### src/common/omc_defines.svh
// register offsets, field positions, reset values for the macrocell array
`ifndef OMC_DEFINES_SVH
`define OMC_DEFINES_SVH

// apb byte offsets, one aligned word each
`define OMC_ARCH_LO_OFS 12'h000
`define OMC_ARCH_HI_OFS 12'h004
`define OMC_OE_MODE_OFS 12'h008
`define OMC_STATE_OFS 12'h00c
`define OMC_PIN_OFS 12'h010

// architecture bit positions inside one macrocell nibble
`define OMC_ARCH_REG_BIT 0
`define OMC_ARCH_POL_BIT 1
`define OMC_ARCH_FBPIN_BIT 2
`define OMC_ARCH_CLKB_BIT 3

// field widths and read field positions
`define OMC_ARCH_W 4
`define OMC_OEM_W 2
`define OMC_HI_FIELD_POS 16

// reset values: combinatorial, true polarity, /q feedback, clock a
`define OMC_ARCH_RST 4'h2
// output enable reset: dedicated input, pins float until configured
`define OMC_OEM_RST 2'h1

`endif

### src/common/omc_pkg.sv
// types and term-size table for the output macrocell array
package omc_pkg;
  `include "omc_defines.svh"

  // number of macrocells in the array
  localparam int OMC_CELLS = 12;
  // total logic product terms over all macrocells
  localparam int OMC_TERMS_TOTAL = 136;

  // output enable choice in combinatorial mode
  typedef enum logic [1:0]
  {
    OMC_OE_ON = 2'h0,
    OMC_OE_OFF = 2'h1,
    OMC_OE_TERM = 2'h2,
    OMC_OE_TERM2 = 2'h3
  } omc_oe_t;

  // four architecture bits of one macrocell
  typedef logic [`OMC_ARCH_W-1:0] omc_arch_t;

  // logic product terms of macrocell i
  function automatic int omc_term_count(input int i);
    int n;
    n = 8;
    if (i == 2 || i == 9)
      n = 10;
    else if (i == 3 || i == 8)
      n = 12;
    else if (i == 4 || i == 7)
      n = 14;
    else if (i == 5 || i == 6)
      n = 16;
    return n;
  endfunction : omc_term_count

  // first bit of macrocell i in the flat product-term vector
  function automatic int omc_term_base(input int i);
    int b;
    b = 0;
    for (int k = 0; k < i; k++)
      b = b + omc_term_count(k);
    return b;
  endfunction : omc_term_base
endpackage : omc_pkg

### src/core/omc_macrocell.sv
// one output macrocell: sum gate, flip-flop, polarity, enable, feedback
`timescale 1ns/1ps
// bit positions are macros; the guard keeps a second include harmless
`include "omc_defines.svh"
module omc_macrocell #(
  parameter int TERMS = 8
) (
  input wire logic mclk,
  input wire logic sysRst,
  input wire logic [TERMS-1:0] terms, // logic product terms
  input wire logic oeTerm, // enable product term
  input wire omc_pkg::omc_arch_t arch, // architecture bits
  input wire omc_pkg::omc_oe_t oeMode, // combinatorial enable mode
  input wire logic edgeA, // rising edge seen on clock input a
  input wire logic edgeB, // rising edge seen on clock input b
  input wire logic asyncClearTerm,
  input wire logic syncSetTerm,
  input wire logic pinSync, // synchronised pin level
  output logic pinOut,
  output logic pinOeN,
  output logic fbTrue,
  output logic fbInv,
  output logic qState
);
  import omc_pkg::*;

  // whole state of the cell
  typedef struct packed {
    logic q;
  } omc_cell_state_t;

  omc_cell_state_t st; // registered state
  omc_cell_state_t next_st; // next state
  logic sumTerm; // or of all logic terms
  logic regMode; // registered mode selected
  logic clkEdge; // edge of the selected clock
  logic qEff; // q after the clear override
  logic pinLevel; // level before polarity
  logic drive; // output buffer enabled
  logic fbSel; // chosen feedback source

  // combinational cell behaviour
  always_comb
  begin
    sumTerm = |terms;
    regMode = arch[`OMC_ARCH_REG_BIT];
    clkEdge = arch[`OMC_ARCH_CLKB_BIT] ? edgeB : edgeA;
    next_st = st;
    if (clkEdge)
    begin
      // preset sampled at the selected clock edge
      if (regMode && syncSetTerm)
        next_st.q = 1'b1;
      else
        next_st.q = sumTerm;
    end
    // clear beats preset and any edge
    if (regMode && asyncClearTerm)
      next_st.q = 1'b0;
    if (sysRst)
      next_st.q = 1'b0;
    // clear shows at once, without waiting for mclk
    qEff = (regMode && asyncClearTerm) ? 1'b0 : st.q;
    // polarity acts after the stored value
    pinLevel = regMode ? qEff : sumTerm;
    pinOut = arch[`OMC_ARCH_POL_BIT] ? pinLevel : ~pinLevel;
    if (regMode)
      drive = oeTerm;
    else if (oeMode == OMC_OE_ON)
      drive = 1'b1;
    else if (oeMode == OMC_OE_OFF)
      drive = 1'b0;
    else
      drive = oeTerm;
    pinOeN = ~drive;
    // pin feedback or inverted q feedback
    fbSel = arch[`OMC_ARCH_FBPIN_BIT] ? pinSync : ~qEff;
    fbTrue = fbSel;
    fbInv = ~fbSel;
    qState = qEff;
  end

  // state register
  always_ff @(posedge mclk)
  begin
    st <= next_st;
  end
endmodule : omc_macrocell

### src/core/omc_macrocell_array.sv
// twelve output macrocells with apb configuration and readback
//
// Our own choices: the APB slave port and the address map.
`timescale 1ns/1ps
// offsets and reset values are macros; the guard keeps a second include safe
`include "omc_defines.svh"
module omc_macrocell_array #(
  parameter int CELLS = 12,
  parameter int TERMS_TOTAL = 136
) (
  input wire logic mclk,
  input wire logic sysRst,
  // apb slave
  input wire logic psel,
  input wire logic penable,
  input wire logic pwrite,
  input wire logic [11:0] paddr,
  input wire logic [31:0] pwdata,
  input wire logic [3:0] pstrb,
  output logic [31:0] prdata,
  output logic pready,
  output logic pslverr,
  // clock pins, sampled on mclk
  input wire logic clockInputA,
  input wire logic clockInputB,
  // and-array side
  input wire logic [TERMS_TOTAL-1:0] productTerms,
  input wire logic [CELLS-1:0] oeTerms,
  input wire logic asyncClearTerm,
  input wire logic syncSetTerm,
  output logic [CELLS-1:0] fbTrue,
  output logic [CELLS-1:0] fbInv,
  // io pins
  input wire logic [CELLS-1:0] pinIn,
  output logic [CELLS-1:0] pinOut,
  output logic [CELLS-1:0] pinOeN
);
  import omc_pkg::*;

  // sizes of the configuration words
  localparam int ARCH_BITS = CELLS * `OMC_ARCH_W;
  localparam int OEM_BITS = CELLS * `OMC_OEM_W;
  localparam int LO_BITS = 32;
  localparam int HI_BITS = ARCH_BITS - LO_BITS;

  // whole state of the array top
  typedef struct packed {
    logic [ARCH_BITS-1:0] archBits; // four bits per cell
    logic [OEM_BITS-1:0] oeBits; // two bits per cell
    logic [1:0] clkASync; // two-stage sync of clock a
    logic [1:0] clkBSync; // two-stage sync of clock b
    logic clkAPrev; // previous synced clock a
    logic clkBPrev; // previous synced clock b
    logic [CELLS-1:0] pinMeta; // first pin sync stage
    logic [CELLS-1:0] pinSync; // second pin sync stage
    logic [31:0] rdata; // read data held for access phase
    logic slvErr; // error held for access phase
  } omc_array_state_t;

  omc_array_state_t st; // registered state
  omc_array_state_t next_st; // next state

  logic edgeA; // rising edge on synced clock a
  logic edgeB; // rising edge on synced clock b
  logic [CELLS-1:0] qState; // stored flip-flop values
  logic [CELLS-1:0] cellPinOut; // pin levels from cells
  logic [CELLS-1:0] cellOeN; // enables from cells
  logic setupPhase; // apb setup cycle
  logic accessWrite; // apb write taking effect
  logic [31:0] readWord; // decoded read value
  logic readErr; // unmapped address seen
  logic [31:0] archLoWord; // low architecture word
  logic [31:0] archHiWord; // high architecture word
  logic [31:0] oeWord; // output enable word

  // merge write data into a word under the byte strobes
  function automatic logic [31:0] mergeWord(
    input logic [31:0] oldWord,
    input logic [31:0] newWord,
    input logic [3:0] strb
  );
    logic [31:0] res;
    res = oldWord;
    for (int b = 0; b < 4; b++)
    begin
      if (strb[b])
        res[b*8 +: 8] = newWord[b*8 +: 8];
    end
    return res;
  endfunction : mergeWord

  // clock edges come from the second and third stages only,
  // so the metastable first stage feeds nothing but the second
  assign edgeA = st.clkASync[1] & ~st.clkAPrev;
  assign edgeB = st.clkBSync[1] & ~st.clkBPrev;

  // the slave never waits; every access ends in its first access cycle
  assign pready = 1'b1;
  assign prdata = st.rdata;
  assign pslverr = st.slvErr;
  assign pinOut = cellPinOut;
  assign pinOeN = cellOeN;

  // apb phase decode
  assign setupPhase = psel & ~penable;
  assign accessWrite = psel & penable & pwrite;

  // configuration words as software sees them, upper bits zero
  always_comb
  begin
    archLoWord = st.archBits[LO_BITS-1:0];
    archHiWord = 32'h0000_0000;
    archHiWord[HI_BITS-1:0] = st.archBits[ARCH_BITS-1:LO_BITS];
    oeWord = 32'h0000_0000;
    oeWord[OEM_BITS-1:0] = st.oeBits;
  end

  // read address decode; unmapped offsets read zero with an error
  always_comb
  begin
    readWord = 32'h0000_0000;
    readErr = 1'b0;
    if (paddr == `OMC_ARCH_LO_OFS)
      readWord = archLoWord;
    else if (paddr == `OMC_ARCH_HI_OFS)
      readWord = archHiWord;
    else if (paddr == `OMC_OE_MODE_OFS)
      readWord = oeWord;
    else if (paddr == `OMC_STATE_OFS)
    begin
      // stored q values low, synced pin levels high
      readWord[CELLS-1:0] = qState;
      readWord[`OMC_HI_FIELD_POS +: CELLS] = st.pinSync;
    end
    else if (paddr == `OMC_PIN_OFS)
    begin
      // driven levels low, active buffer enables high
      readWord[CELLS-1:0] = cellPinOut;
      readWord[`OMC_HI_FIELD_POS +: CELLS] = ~cellOeN;
    end
    else
      readErr = 1'b1;
  end

  // next state of the top: synchronisers, config writes, read capture
  always_comb
  begin
    logic [31:0] merged;
    merged = 32'h0000_0000;
    next_st = st;
    // clock pins pass two flops before any edge logic
    next_st.clkASync = {st.clkASync[0], clockInputA};
    next_st.clkBSync = {st.clkBSync[0], clockInputB};
    next_st.clkAPrev = st.clkASync[1];
    next_st.clkBPrev = st.clkBSync[1];
    // io pin levels for feedback
    next_st.pinMeta = pinIn;
    next_st.pinSync = st.pinMeta;
    // capture answer in setup so prdata comes from a flop
    if (setupPhase)
    begin
      next_st.rdata = pwrite ? 32'h0000_0000 : readWord;
      next_st.slvErr = readErr;
    end
    // writes take effect at the access edge only
    if (accessWrite)
    begin
      if (paddr == `OMC_ARCH_LO_OFS)
      begin
        merged = mergeWord(archLoWord, pwdata, pstrb);
        next_st.archBits[LO_BITS-1:0] = merged;
      end
      else if (paddr == `OMC_ARCH_HI_OFS)
      begin
        merged = mergeWord(archHiWord, pwdata, pstrb);
        next_st.archBits[ARCH_BITS-1:LO_BITS] =
          merged[HI_BITS-1:0];
      end
      else if (paddr == `OMC_OE_MODE_OFS)
      begin
        merged = mergeWord(oeWord, pwdata, pstrb);
        next_st.oeBits = merged[OEM_BITS-1:0];
      end
      // read-only and unmapped offsets ignore writes
    end
    if (sysRst)
    begin
      // known configuration and cleared pipes after reset
      next_st.archBits = {CELLS{`OMC_ARCH_RST}};
      next_st.oeBits = {CELLS{`OMC_OEM_RST}};
      next_st.clkASync = 2'h0;
      next_st.clkBSync = 2'h0;
      next_st.clkAPrev = 1'b0;
      next_st.clkBPrev = 1'b0;
      next_st.pinMeta = '0;
      next_st.pinSync = '0;
      next_st.rdata = 32'h0000_0000;
      next_st.slvErr = 1'b0;
    end
  end

  // state register of the top
  always_ff @(posedge mclk)
  begin
    st <= next_st;
  end

  // one cell per output; term width differs from cell to cell
  // note: a clock pin edge is seen two to three mclk cycles late, and
  // pin clocks above half of mclk are missed; traded for safety
  genvar gi;
  generate
    for (gi = 0; gi < CELLS; gi++)
    begin : gCell
      omc_macrocell #(
        .TERMS(omc_term_count(gi))
      ) uCell (
        .mclk(mclk),
        .sysRst(sysRst),
        .terms(productTerms[omc_term_base(gi) +: omc_term_count(gi)]),
        .oeTerm(oeTerms[gi]),
        .arch(st.archBits[gi*`OMC_ARCH_W +: `OMC_ARCH_W]),
        .oeMode(omc_oe_t'(st.oeBits[gi*`OMC_OEM_W +: `OMC_OEM_W])),
        .edgeA(edgeA),
        .edgeB(edgeB),
        .asyncClearTerm(asyncClearTerm),
        .syncSetTerm(syncSetTerm),
        .pinSync(st.pinSync[gi]),
        .pinOut(cellPinOut[gi]),
        .pinOeN(cellOeN[gi]),
        .fbTrue(fbTrue[gi]),
        .fbInv(fbInv[gi]),
        .qState(qState[gi])
      );
    end
  endgenerate
endmodule : omc_macrocell_array

### config.mk
export PLATFORM = sky130hd
export DESIGN_NAME = omc_macrocell_array
export DESIGN_NICKNAME = d
export VERILOG_FILES = /design/src/common/omc_pkg.sv /design/src/core/omc_macrocell.sv /design/src/core/omc_macrocell_array.sv
export VERILOG_INCLUDE_DIRS = /design/src /design/src/common
export SDC_FILE = /design/constraint.sdc
export NUM_CORES = 1
export LEC_CHECK = 0
export BUFFER_PORTS_ARGS = -buffer_cell sky130_fd_sc_hd__buf_2
export CAP_MARGIN = 20
export CORE_ASPECT_RATIO = 1.1
export CORE_MARGIN = 3
export CORE_UTILIZATION = 54
export DETAILED_ROUTE_END_ITERATION = 8
export PLACE_DENSITY_LB_ADDON = 0.25
export SYNTH_ARGS = -nofsm -noshare
export SYNTH_HDL_FRONTEND = slang
export SYNTH_HIERARCHICAL = 1
export SYNTH_SLANG_ARGS = --single-unit
### constraint.sdc
create_clock -name mclk -period 3.95 [get_ports mclk]
set_input_delay 0.1975 -clock mclk [delete_from_list [all_inputs] [get_ports mclk]]
set_output_delay 0.1975 -clock mclk [all_outputs]
set_load 0.01 [all_outputs]
## After elaboration in Yosys (flattened, before gate mapping)

Index checks and enable logic that the tools add are counted.

- Register bits: 147
- Latch bits: 0
- Memory bits (writable): 0
- ROM bits: 0
- Bits of input ports: 217
- Output and inout port bits: 82
- Word-level logic and storage cells: 297
- Memories: 0

- Add/subtract/negate cells: 0
- Multipliers: 0
- Divide/modulo/power cells: 0
- Magnitude comparators: 0
- Equality and inequality tests: 16
- Shifts and indexed selects: 0
- Mux-type cells: 123
- Bitwise logic cells: 59
- Reductions and logical operators: 70

Operators by type and width:

| operator | number |
|---|---|
| $mux 1 | 113 |
| $mux 12 | 6 |
| $mux 32 | 2 |
| $not 1->1 | 53 |
| $reduce_or 16->1 | 2 |
| $reduce_or 8->1 | 4 |
| $mux 28 | 1 |
| $reduce_or 14->1 | 2 |
| $eq 12x4->1 const B | 2 |
| $eq 2x1->1 const B | 12 |
| $logic_and 1x1->1 | 24 |
| $logic_not 2->1 | 12 |
| $reduce_or 12->1 | 2 |
| $reduce_or 2->1 | 12 |
| $reduce_or 10->1 | 2 |
| $reduce_and 5->1 | 3 |
| $eq 12x3->1 const B | 1 |
| $eq 12x5->1 const B | 1 |
| $logic_not 12->1 | 1 |
| $not 12->12 | 1 |
| $reduce_and 3->1 | 4 |
| $reduce_and 4->1 | 2 |
| $and 1x1->1 | 5 |
| $mux 4 | 1 |

## Longest topological paths before layout

Gate-level depths: netlist (run 1).

- Word-level depth: 12
- Gate-level depth with buffers: 9

## By module

Netlist (run 1), hierarchy kept.

Modules (own cells, without submodules):

| module | times used | cells an instance | area each (µm²) | sequential area each (µm²) |
|---|---|---|---|---|
| omc_macrocell_array | 1 | 678 | 5683.0 | 2702.6 |
| omc_macrocell at gCell[0].uCell ... | 4 | 23 | 161.4 | 20.0 |
| omc_macrocell at gCell[5].uCell ... | 2 | 26 | 215.2 | 20.0 |
| omc_macrocell at gCell[4].uCell ... | 2 | 27 | 190.2 | 20.0 |
| omc_macrocell at gCell[2].uCell ... | 2 | 23 | 163.9 | 20.0 |
| omc_macrocell at gCell[3].uCell ... | 2 | 23 | 162.7 | 20.0 |

## Worst setup path after synthesis (run 1)

OpenSTA, ideal clock, no wires.

- Path kind: input to register
- Start: input productTerms[99]
- End: register st (netlist bit prdata[8])
- Setup time: 0.074 ns
- Data arrival time: 2.129 ns
- Path slack: 1.747 ns
- Stages: 7
- Path buffers: 0
- Cell sequence: or4_4 -> or4_1 -> a221oi_1 -> a21oi_1 -> o22ai_1 -> o21ai_0 -> o21ai_0

- Cells in the longest elaborated chain, start to end: 10

Ends and longest elaborated chain:

| what | line | RTL |
|---|---|---|
| from (decl) | omc_macrocell_array.sv:27 | `input wire logic [TERMS_TOTAL-1:0] productTerms,` |
| $reduce_or 12->1 (*) | omc_macrocell.sv:45 | `sumTerm = \|terms;` |
| $mux 1 (*) | omc_macrocell.sv:65 | `pinLevel = regMode ? qEff : sumTerm;` |
| $not 1->1 | omc_macrocell.sv:66 | `` pinOut = arch[`OMC_ARCH_POL_BIT] ? pinLevel : ~pinLevel; `` |
| $mux 1 (*) | omc_macrocell.sv:66 |  |
| via pinOut[8] | omc_macrocell_array.sv:35 | `output logic [CELLS-1:0] pinOut,` |
| $mux 12 (*) | omc_macrocell_array.sv:135 | `` else if (paddr == `OMC_PIN_OFS) `` |
| $mux 12 (*) | omc_macrocell_array.sv:129 | `` else if (paddr == `OMC_STATE_OFS) `` |
| $mux 12 (*) | omc_macrocell_array.sv:127 | `` else if (paddr == `OMC_OE_MODE_OFS) `` |
| $mux 28 (*) | omc_macrocell_array.sv:125 | `` else if (paddr == `OMC_ARCH_HI_OFS) `` |
| $mux 32 (*) | omc_macrocell_array.sv:123 | `` if (paddr == `OMC_ARCH_LO_OFS) `` |
| $mux 32 (*) | omc_macrocell_array.sv:162 | `next_st.rdata = pwrite ? 32'h0000_0000 : readWord;` |
| to (signal assigned) | omc_macrocell_array.sv:205 | `st <= next_st;` |
| to (decl) | omc_macrocell_array.sv:60 | `omc_array_state_t st;` |

The timed path passes the listed nets; every way through them passes the cells marked *.
A chain may end at the register's enable or synchronous reset.

## Worst setup path after layout (run 1)

- Start: register st (netlist bit archHiWord[0])
- End: output pinOut[8]

- Cells in the longest elaborated chain, start to end: 5

Ends and longest elaborated chain:

| what | line | RTL |
|---|---|---|
| $logic_and 1x1->1 | omc_macrocell.sv:63 | `qEff = (regMode && asyncClearTerm) ? 1'b0 : st.q;` |
| $mux 1 | omc_macrocell.sv:63 |  |
| $mux 1 (*) | omc_macrocell.sv:65 |  |
| $not 1->1 | omc_macrocell.sv:66 |  |
| $mux 1 (*) | omc_macrocell.sv:66 |  |
| to (decl) | omc_macrocell_array.sv:35 |  |

Mark *: on every way between the ends. The rest lies on a longest branch, timed or not.

==> results of run 1 <==
-- state kept, by name, indices dropped and copies added (netlist names) --
signal and cells:
st 30, archLoWord 32, archHiWord 16, prdata 32, oeWord 24, pslverr 1, gCell.uCell/st 12
-- metrics by stage --
step	utilization, %	instance area (µm²)	cells	hold WS (ns)	worst slack, ns
5_1_grt	71.6	10000	1440	0.0114	1.53
2_1_floorplan	-	7790	968	0.318	1.75
4_1_cts	71.6	9990	1439	0.0000677	1.58
3_3_place_gp	65.1	9100	1385	0.405	1.54
3_5_place_dp	65.3	9120	1387	0.409	1.49
6_report	71.6	10000	1440	0.0116	1.58
-- logic make-up after synthesis --
kind of cell / after synthesis / synth area share [%]
other: 1 / 0.0481
muxes: 54 / 7.45
buffers and inverters: 98 / 7.06
DFF: 147 / 37.8
and+or+nand+nor: 435 / 30.0
AOI/OAI and AO/OA: 233 / 17.7
-- tightest hold or removal path, delay by kind of cell --
family | cells | cell delay [ns]
AOI/OAI and AO/OA | 1 | 0.05
and+or+nand+nor | 1 | 0.04
buffers and inverters | 1 | 0.10
-- layout by cell type (no fill, tap or decap), types with 11 or more instances in the layout --
master,netlist,routed
or4_1,30,30
o21ai_0,56,56
nand3_1,13,13
nor2b_1,51,51
mux2i_1,22,22
clkbuf_16,0,17
o22ai_1,18,18
nor2_1,47,46
a22oi_1,22,22
a21oi_1,88,88
nand2_1,187,187
inv_1,24,24
dfxtp_1,147,147
mux2_2,28,28
dlygate4sd3_1,0,20
buf_2,7,296
nand3b_1,21,21
and3_1,11,11
-- how the worst min path moves through the flow --
stage           startpoint              to  slack (ns)  cells after the start
2_1_floorplan    pwdata[1]   archHiWord[1]        0.32                      2
3_3_place_gp   clockInputA          st[61]        0.41                      2
3_5_place_dp      pinIn[3]          st[48]        0.41                      2
4_1_cts         pwdata[27]  archLoWord[27]     0.00007                      3
5_1_grt         pwdata[24]  archLoWord[24]        0.01                      3
6_report        pwdata[30]  archLoWord[30]        0.01                      3
-- synthesized netlist by cell type (6+ instances only) --
library cell  instances
a21o_1                6
or4_1                30
nand2_1             187
mux2i_1              22
nand3b_1             21
nand3_1              13
mux2_2               28
nor3_1               10
or4_4                 6
a31oi_1              10
nor2b_1              51
or2b_1                8
buf_4                40
and3_1               11
a21oi_1              88
clkbuf_1             20
nor2_1               47
inv_1                24
nor4_2                9
a22oi_1              22
dfxtp_1             147
o211ai_1              8
o21ai_0              56
buf_2                 7
o22ai_1              18
-- routing by layer --
metal | GRT usage [%] | routed length (µm)
met5 | 0 | 5
met4 | 13.2 | 950
met3 | 7.64 | 2700
met2 | 52.5 | 12200
met1 | 39.6 | 10300
-- power groups by stage --
stage | Clock (mW) | Sequential, mW | Combinational [mW]
2_1_floorplan | 0 | 1.54 | 0.145
3_3_place_gp | 0 | 1.55 | 0.314
3_5_place_dp | 0 | 1.55 | 0.320
4_1_cts | 1.85 | 1.51 | 0.338
5_1_grt | 1.92 | 1.52 | 0.370
6_report | 1.84 | 1.52 | 0.341
-- final cells by class --
cell class                      instances  area share (%)
Clock inverter                         13            2.32
Tap cell                              188            2.35
Multi-Input combinational cell        723            43.0
Inverter                               26           0.976
Timing Repair Buffer                  323            17.4
Antenna cell                            1          0.0250
Sequential cell                       147            29.4
Clock buffer                           19            4.43
==> flow_metrics.py, run 1 <==
metrics = {
    "outcome": {
        "status": "complete, no violations",
    },
    "sta": {
        "setup_tns_ns": 0,
        "final.setup_skew_ns": 0.00640,
        "worstMarginPinSlew_ns": 1.01,
        "rsz0062_at_grt": "no",
        "fmax_ghz": 0.422,
        "hold_viol_final": 0,
        "final.min_clock_period_ns": 2.37,
        "drv_slew": 0,
        "period_share_pct": 59.9,
        "setup_violations": 0,
        "slew_headroom_pct": 32.4,
    },
    "setup_path": {
        "r2r-end": "prdata[8]",
        "rrSetupSlack_ns": 1.81,
        "crit_cells": 3,
        "cp-endpoint": "pinOut[8]",
        "path_cells": "or4_1 -> a221oi_1 -> buf_2",
        "setup.worst_path.start_class": "flop",
        "cp_top_family": "simple AND/OR/NAND/NOR gates",
        "critical_path_class": "reg -> out",
        "cp_slowest_stage_delay_ns": 0.55,
        "crit_path_start": "archHiWord[0]",
        "reg2reg_depth": 6,
        "r2r_start": "archHiWord[0]",
        "worstPathRequired_ns": 3.75,
        "cp_max_fo": 10,
        "crit_slowest_cell": "or4_1",
        "path_buf_inv": 1,
        "end_kind": "output port",
        "critical_path_arrival_ns": 2.17,
    },
    "floorplanning": {
        "die-area_um2": 15900,
        "core_area_um2": 14000,
        "die_h_um": 132,
        "rows": 45,
        "initial_core_util_pct": 55.8,
        "die_x_um": 121,
        "ios": 299,
    },
    "routing": {
        "drt_wl_total_mm": 26.2,
        "ant_nets": 0,
        "drt_iter0_markers": 865,
        "vias": 8271,
        "route.detailed.drc": 0,
        "firstDrtPassIters": 6,
        "wl_per_cell_um": 18.2,
        "via_per_inst": 5.74,
    },
    "global_route": {
        "overflow": 0,
        "first_global_vias": 7790,
        "grt_pass1_wl_mm": 39.8,
        "grtUsageTotal_pct": 31.7,
        "antenna_found_initial": 2,
        "grt_max_degree": 100,
    },
    "power": {
        "clockPowerShare_pct": 49.8,
        "p_int_mw": 2.87,
        "peakVddDrop_mv": 0.278,
        "switching_power_uw": 833,
        "pwr-share-comb_pct": 9.2,
        "power_leakage_nw": 4.34,
        "p_per_area_nw_per_um2": 370,
        "total_power_mw": 3.70,
        "pwr-share-seq_pct": 40.9,
        "swShare_pct": 22.5,
    },
    "clock_tree": {
        "clockRootBuffer": "clkbuf_16",
        "post_cts_resized": 0,
        "clk_pin_slew_ns": 0.06,
        "clockBufferDepth": 2,
        "cts.sinks": 147,
        "clk_latency_ns": 0.43,
        "cts_tree": "built",
        "cts_htree_levels": 4,
        "cts_buffers": 17,
        "post_cts_buffers": 0,
        "cts_hold_buf": 20,
    },
    "placed_design": {
        "port_buffers": 297,
        "dpl.hpwl_mm": 19.4,
        "gp_congestion": 0.921,
    },
    "logic_synthesis": {
        "synth_top_area_share_pct": 37.8,
        "synth_edf_count": 0,
        "ys.flop_type": "dfxtp_1",
        "avgSynthCellArea_um2": 8.05,
        "synth.distinct_cells": 61,
        "synthesis.instances": 968,
        "yosysTopAreaCell": "dfxtp_1",
        "syn-num-nets": 1185,
        "yosys-top-cells-area": "dfxtp_1 38%, nand2_1 9.0%, a21oi_1 5.7%",
        "yosys_warnings": 6,
        "seq_area_frac_synth_pct": 37.8,
        "synth_area_um2": 7790,
        "async_flop_share_pct": 0,
        "synth.ff_latch_count": 147,
    },
    "worst_hold_path": {
        "min_path_type": "in -> reg",
    },
    "layout": {
        "multi_input_area_um2": 4300,
        "regArea_um2": 2940,
        "area_growth_syn_to_layout_pct": 28.3,
        "drive_above_1_share_pct": 32.7,
        "finalNetCount": 1455,
        "n_fill_cell": 1184,
    },
    "flow_run": {
        "cap_violations": 0,
    },
}
Note: power is estimated with default switching activity, not from simulation.
==> inputs of run 2 (changes only) <==
- ABC_AREA: not set -> 1
- CORE_UTILIZATION: 54 -> 50
- clock period: 3.95 -> 2.2 ns (I/O delays scaled with it)
==> run 2 against run 1 <==
Net effect:
- cell count grew 26%
- first-iteration DRC count increased by 13%
- routed wire length up 9.1%
- synthesized area rose by 5.8%
- sequential share of layout area shrank 2.3 points
- critical endpoint is now pinOeN[1]
==> flow_metrics.py, run 2 <==
metrics = {
    "routing": {
        "drt_iter0_markers": 974,
        "drt_wl_total_mm": 28.6,
        "vias": 9498,
        "ant_nets": 0,
        "wl_per_cell_um": 15.8,
        "route.detailed.drc": 0,
        "via_per_inst": 5.24,
        "firstDrtPassIters": 5,
    },
    "power": {
        "clockPowerShare_pct": 46.1,
        "peakVddDrop_mv": 0.497,
        "switching_power_mw": 1.59,
        "pwr-share-comb_pct": 10.6,
        "pwr-share-seq_pct": 43.3,
        "p_per_area_nw_per_um2": 579,
        "power_leakage_nw": 5.36,
        "p_int_mw": 4.69,
        "swShare_pct": 25.3,
    },
    "placed_design": {
        "dp_cells": 1733,
        "dp_slack_ns": 0.292,
        "dpl.hpwl_mm": 20.9,
        "gp_congestion": 0.943,
        "port_buffers": 297,
    },
    "outcome": {
        "status": "complete, no violations",
    },
    "logic_synthesis": {
        "synth_edf_count": 0,
        "synth_common_cells": "271 x nand2_1, 182 x inv_1, 172 x nor2_1",
        "synth_top_area_share_pct": 35.7,
        "yosys.area_share.adder_pct": 0,
        "ys.flop_type": "dfxtp_1",
        "yosysMostFrequentCell": "nand2_1",
        "synthesis.instances": 1282,
        "yosys-top-cells-area": "dfxtp_1 36%, nand2_1 12%, inv_1 8.3%",
        "synth.ff_latch_count": 147,
        "synth_area_um2": 8250,
        "yosysTopAreaCell": "dfxtp_1",
        "yosys.area_share.simple_pct": 31.3,
        "syn-num-nets": 1499,
        "synth.distinct_cells": 36,
        "synth_compound_area_share_pct": 18.2,
        "synthXorXnorAreaFrac_pct": 0,
        "yosys_warnings": 6,
        "muxShareOfSynthArea_pct": 0,
        "seq_area_frac_synth_pct": 35.7,
        "async_flop_share_pct": 0,
        "avgSynthCellArea_um2": 6.43,
        "synth_top_family_by_area": "simple AND/OR/NAND/NOR gates",
    },
    "layout": {
        "area_growth_syn_to_layout_pct": 31.3,
        "post-route-util_pct": 68.1,
        "final_common_cell": "buf_2",
        "diodes": 0,
        "most-common-layout-cells": "297 x buf_2, 271 x nand2_1, 182 x inv_1, 172 x nor2_1, 147 x dfxtp_1",
        "finalNetCount": 1818,
        "fin_cells": 1814,
        "drive_above_1_share_pct": 27.1,
    },
    "sta": {
        "drv_slew": 0,
        "hold_viol_final": 0,
        "fmax_ghz": 0.516,
        "setup_violations": 0,
        "setup_tns_ns": 0,
        "final.min_clock_period_ns": 1.94,
        "slew_headroom_pct": 63.3,
        "rsz0062_at_grt": "no",
        "worstMarginPinSlew_ns": 0.545,
        "final.setup_skew_ns": 0.00873,
        "period_share_pct": 88.1,
        "setup_ws_ns": 0.262,
    },
    "clock_tree": {
        "cts_buffers": 17,
        "cts_htree_levels": 4,
        "clk_pin_slew_ns": 0.06,
        "clockRootBuffer": "clkbuf_16",
        "clockBufferDepth": 2,
        "cts_tree": "built",
        "post_cts_resized": 0,
        "cts.sinks": 147,
        "clk_latency_ns": 0.43,
    },
    "worst_hold_path": {
        "min_path_type": "in -> reg",
    },
    "floorplanning": {
        "die_h_um": 141,
        "ios": 299,
        "die_x_um": 128,
        "die-area_um2": 18100,
        "rows": 48,
        "core_area_um2": 15900,
        "initial_core_util_pct": 51.8,
    },
    "global_route": {
        "first_global_vias": 8693,
        "grt_pass1_wl_mm": 43.6,
        "overflow": 0,
        "grtUsageTotal_pct": 30.6,
        "antenna_found_initial": 0,
        "grt_max_degree": 40,
    },
    "setup_path": {
        "critical_path_class": "reg -> out",
        "critical_path_arrival_ns": 1.83,
        "worstPathRequired_ns": 2.09,
        "cp_max_fo": 9,
        "end_kind": "output port",
        "setup.worst_path.start_class": "flop",
    },
    "flow_run": {
        "cap_violations": 0,
    },
}
[run 2: cell types whose count changed after synthesis, moves of 24 or more]
| cell | before | now |
|---|---|---|
| inv_1 | 24 | 182 |
| nor2_1 | 47 | 172 |
| nand2_1 | 187 | 271 |
| nand3_1 | 13 | 88 |
| nor2b_1 | 51 | 0 |
| o21ai_0 | 56 | 104 |
| or4_1 | 30 | 0 |
| mux2_2 | 28 | 0 |
| o211ai_1 | 8 | 32 |
[run 2: what timing repair did]
item	CTS	global route
hold buffers	49	0
buffers inserted	0	0
endpoints found under the hold margin	70	0
[run 2: cells by family (layout without fill, tap and decap cells)]
kind of cell | count (synthesis) | in the layout
and+or+nand+nor | 598 | 598
buffers and inverters | 277 | 609
AOI/OAI and AO/OA | 259 | 259
DFF | 147 | 147
other | 1 | 1
[run 2: worst max-delay path: stages (launching register included)]
cell,delay (ns)
dfxtp_1,0.58
nor2_1,0.12
o21ai_0,0.47
buf_2,0.23
[run 2: layer usage]
layer	vias up	global-route usage, %	part of all wire (%)
met4	0	11.6	3.4
met5	-	0	0
met3	72	6.03	9.7
met2	535	52.1	48
li1	4685	-	-
met1	4206	38.0	39
[run 2: path summary, 6_finish.rpt]
kind           endpoint  cells after the start          start  slack (ns)
max reg2reg  prdata[17]                      5  archLoWord[4]        0.54
min reg2reg      st[38]                      2         st[50]        0.40
min             pslverr                      4           psel        0.05
max           pinOeN[1]                      3  archLoWord[4]        0.26
[run 2: area by class of cell]
| class | count | area, µm² |
|---|---|---|
| timing repair buffer | 372 | 2200 |
| clock buffer | 18 | 429 |
| fill | 1410 | 5080 |
| sequential | 147 | 2940 |
| multi-input combinational | 858 | 4090 |
| inverter | 205 | 769 |
| tap | 200 | 250 |
| clock inverter | 14 | 155 |
[run 2: power by group through the flow]
stage               registers, mW  logic [mW]  clock network, mW
CTS                          2.72       0.658               2.90
finish                       2.72       0.668               2.89
global placement             2.77       0.580                  0
global route                 2.72       0.732               3.01
floorplan                    2.77       0.257                  0
detailed placement           2.78       0.588                  0
[run 2: stage by stage]
| stage | power (mW) | area [µm²] | hold slack [ns] |
|---|---|---|---|
| 6_report | 6.28 | 10800 | 0.0522 |
| 5_1_grt | 6.47 | 10800 | 0.0550 |
| 4_1_cts | 6.27 | 10800 | 0.0416 |
| 3_5_place_dp | 3.36 | 9760 | 0.317 |
| 3_3_place_gp | 3.36 | 9760 | 0.310 |
| 2_1_floorplan | 3.03 | 8250 | 0.217 |
==> inputs of run 3 (changes only) <==
- MAX_ROUTING_LAYER: not set -> met4
==> run 3 against run 2 <==
Net effect:
- first-iteration DRC count up 4.1%
- utilization about the same
- fmax grew 1.0%
- clock skew shrank 0.0026 ns
==> flow_metrics.py, run 3 (same netlist as run 2, synthesis figures left out) <==
metrics = {
    "worst_hold_path": {
        "min_path_type": "in -> reg",
    },
    "layout": {
        "fin_cells": 1813,
        "most-common-layout-cells": "297 x buf_2, 271 x nand2_1, 182 x inv_1, 172 x nor2_1, 147 x dfxtp_1",
        "drive_above_1_share_pct": 27.3,
        "n_fill_cell": 1440,
        "final_common_cell": "buf_2",
        "finalNetCount": 1817,
        "area_growth_syn_to_layout_pct": 31.4,
        "diodes": 0,
    },
    "setup_path": {
        "rrSetupSlack_ns": 0.53,
        "worstPathRequired_ns": 2.09,
        "crit_slowest_cell": "dfxtp_1",
        "critical_path_class": "reg -> out",
        "end_kind": "output port",
        "cp_max_fo": 9,
        "critical_path_arrival_ns": 1.81,
        "cp_top_family": "flip-flops",
        "path_cells": "nor2_1 -> o21ai_0 -> buf_2",
        "path_buf_inv": 1,
        "setup.worst_path.start_class": "flop",
        "cp_slowest_stage_delay_ns": 0.60,
    },
    "sta": {
        "fmax_ghz": 0.521,
        "setup_ws_ns": 0.282,
        "setup_tns_ns": 0,
        "setup_violations": 0,
        "rsz0062_at_grt": "no",
        "period_share_pct": 87.2,
        "final.setup_skew_ns": 0.00618,
        "worstMarginPinSlew_ns": 0.681,
        "final.min_clock_period_ns": 1.92,
        "slew_headroom_pct": 54.6,
        "hold_viol_final": 0,
        "drv_slew": 0,
    },
    "clock_tree": {
        "cts.sinks": 147,
        "cts_tree": "built",
        "post_cts_resized": 0,
        "post_cts_buffers": 0,
        "clockRootBuffer": "clkbuf_16",
        "clk_latency_ns": 0.43,
        "clockBufferDepth": 2,
        "cts_buffers": 17,
        "clk_pin_slew_ns": 0.06,
        "cts_htree_levels": 4,
    },
    "global_route": {
        "overflow": 0,
        "first_global_vias": 8391,
        "grtUsageTotal_pct": 31.4,
        "antenna_found_initial": 0,
        "grt_pass1_wl_mm": 43.2,
        "grt_max_degree": 76,
    },
    "placed_design": {
        "gp_congestion": 0.944,
        "dp_cells": 1735,
        "dp_slack_ns": 0.357,
        "port_buffers": 297,
        "dpl.hpwl_mm": 21.2,
    },
    "flow_run": {
        "cap_violations": 0,
    },
    "floorplanning": {
        "rows": 48,
        "die-area_um2": 18100,
        "initial_core_util_pct": 51.8,
        "core_area_um2": 15900,
        "ios": 299,
        "die_x_um": 128,
        "die_h_um": 141,
    },
    "routing": {
        "firstDrtPassIters": 6,
        "wl_per_cell_um": 15.8,
        "drt_iter0_markers": 1014,
        "drt_wl_total_mm": 28.7,
        "route.detailed.drc": 0,
        "ant_nets": 0,
        "via_per_inst": 5.16,
        "vias": 9361,
    },
    "outcome": {
        "status": "complete, no violations",
    },
    "power": {
        "peakVddDrop_mv": 0.541,
        "power_leakage_nw": 5.36,
        "total_power_mw": 6.31,
        "p_per_area_nw_per_um2": 582,
    },
}
==> run 3: cell types whose count changed in the layout (fill, tap and decap cells not counted) <==
| cell | change |
|---|---|
| dlygate4sd3_1 | -3 |
| buf_12 | +1 |
| buf_4 | +1 |
| clkbuf_1 | -1 |
| clkbuf_8 | +1 |
| clkinv_4 | -1 |
| clkinvlp_4 | +1 |
==> run 3: routing by layer <==
metal	GRT usage (%)	wire, µm
met3	5.57	2820
met2	50.1	13400
met5	-	0
met4	10.9	919
met1	40.1	11500
==> run 3: metrics by stage <==
| step | area, µm² | hold slack, ns | util, % |
|---|---|---|---|
| global route | 10800 | 0.0159 | 68.1 |
| detailed placement | 9780 | 0.320 | 61.5 |
| global placement | 9780 | 0.310 | 61.5 |
| finish | 10800 | 0.0266 | 68.1 |
| floorplan | 8250 | 0.217 | - |
| CTS | 10800 | 0.00117 | 68.1 |
==> run 3: timing repair <==
item	4_1_cts	5_1_grt
hold endpoints to repair	70	0
setup endpoints to repair	0	0
hold buffers	46	0
==> run 3: worst paths after layout <==
check,start,cells past startpoint,end
max,archLoWord[4],3,pinOeN[1]
min,pwdata[7],3,oeWord[7]
max reg2reg,archLoWord[4],5,prdata[17]
min reg2reg,st[52],2,st[40]
==> run 3: worst min-delay path: cells and delay by family <==
kind | cells | cell delay, ns
buffers and inverters | 2 | 0.16
AOI/OAI and AO/OA | 1 | 0.14
==> run 3: where the power goes <==
part	internal (mW)	switching [mW]	total [mW]
Combinational	0.304	0.361	0.665
Clock	1.71	1.21	2.92
Sequential	2.70	0.0192	2.72
Total	4.72	1.59	6.31
==> run 3: final cells by class <==
cell class	instances	area, µm²	share of cell area (%)
timing repair buffer	371	2190	20.2
tap	200	250	2.31
inverter	205	769	7.10
clock inverter	14	154	1.42
clock buffer	18	439	4.05
multi-input combinational	858	4090	37.7
sequential	147	2940	27.2
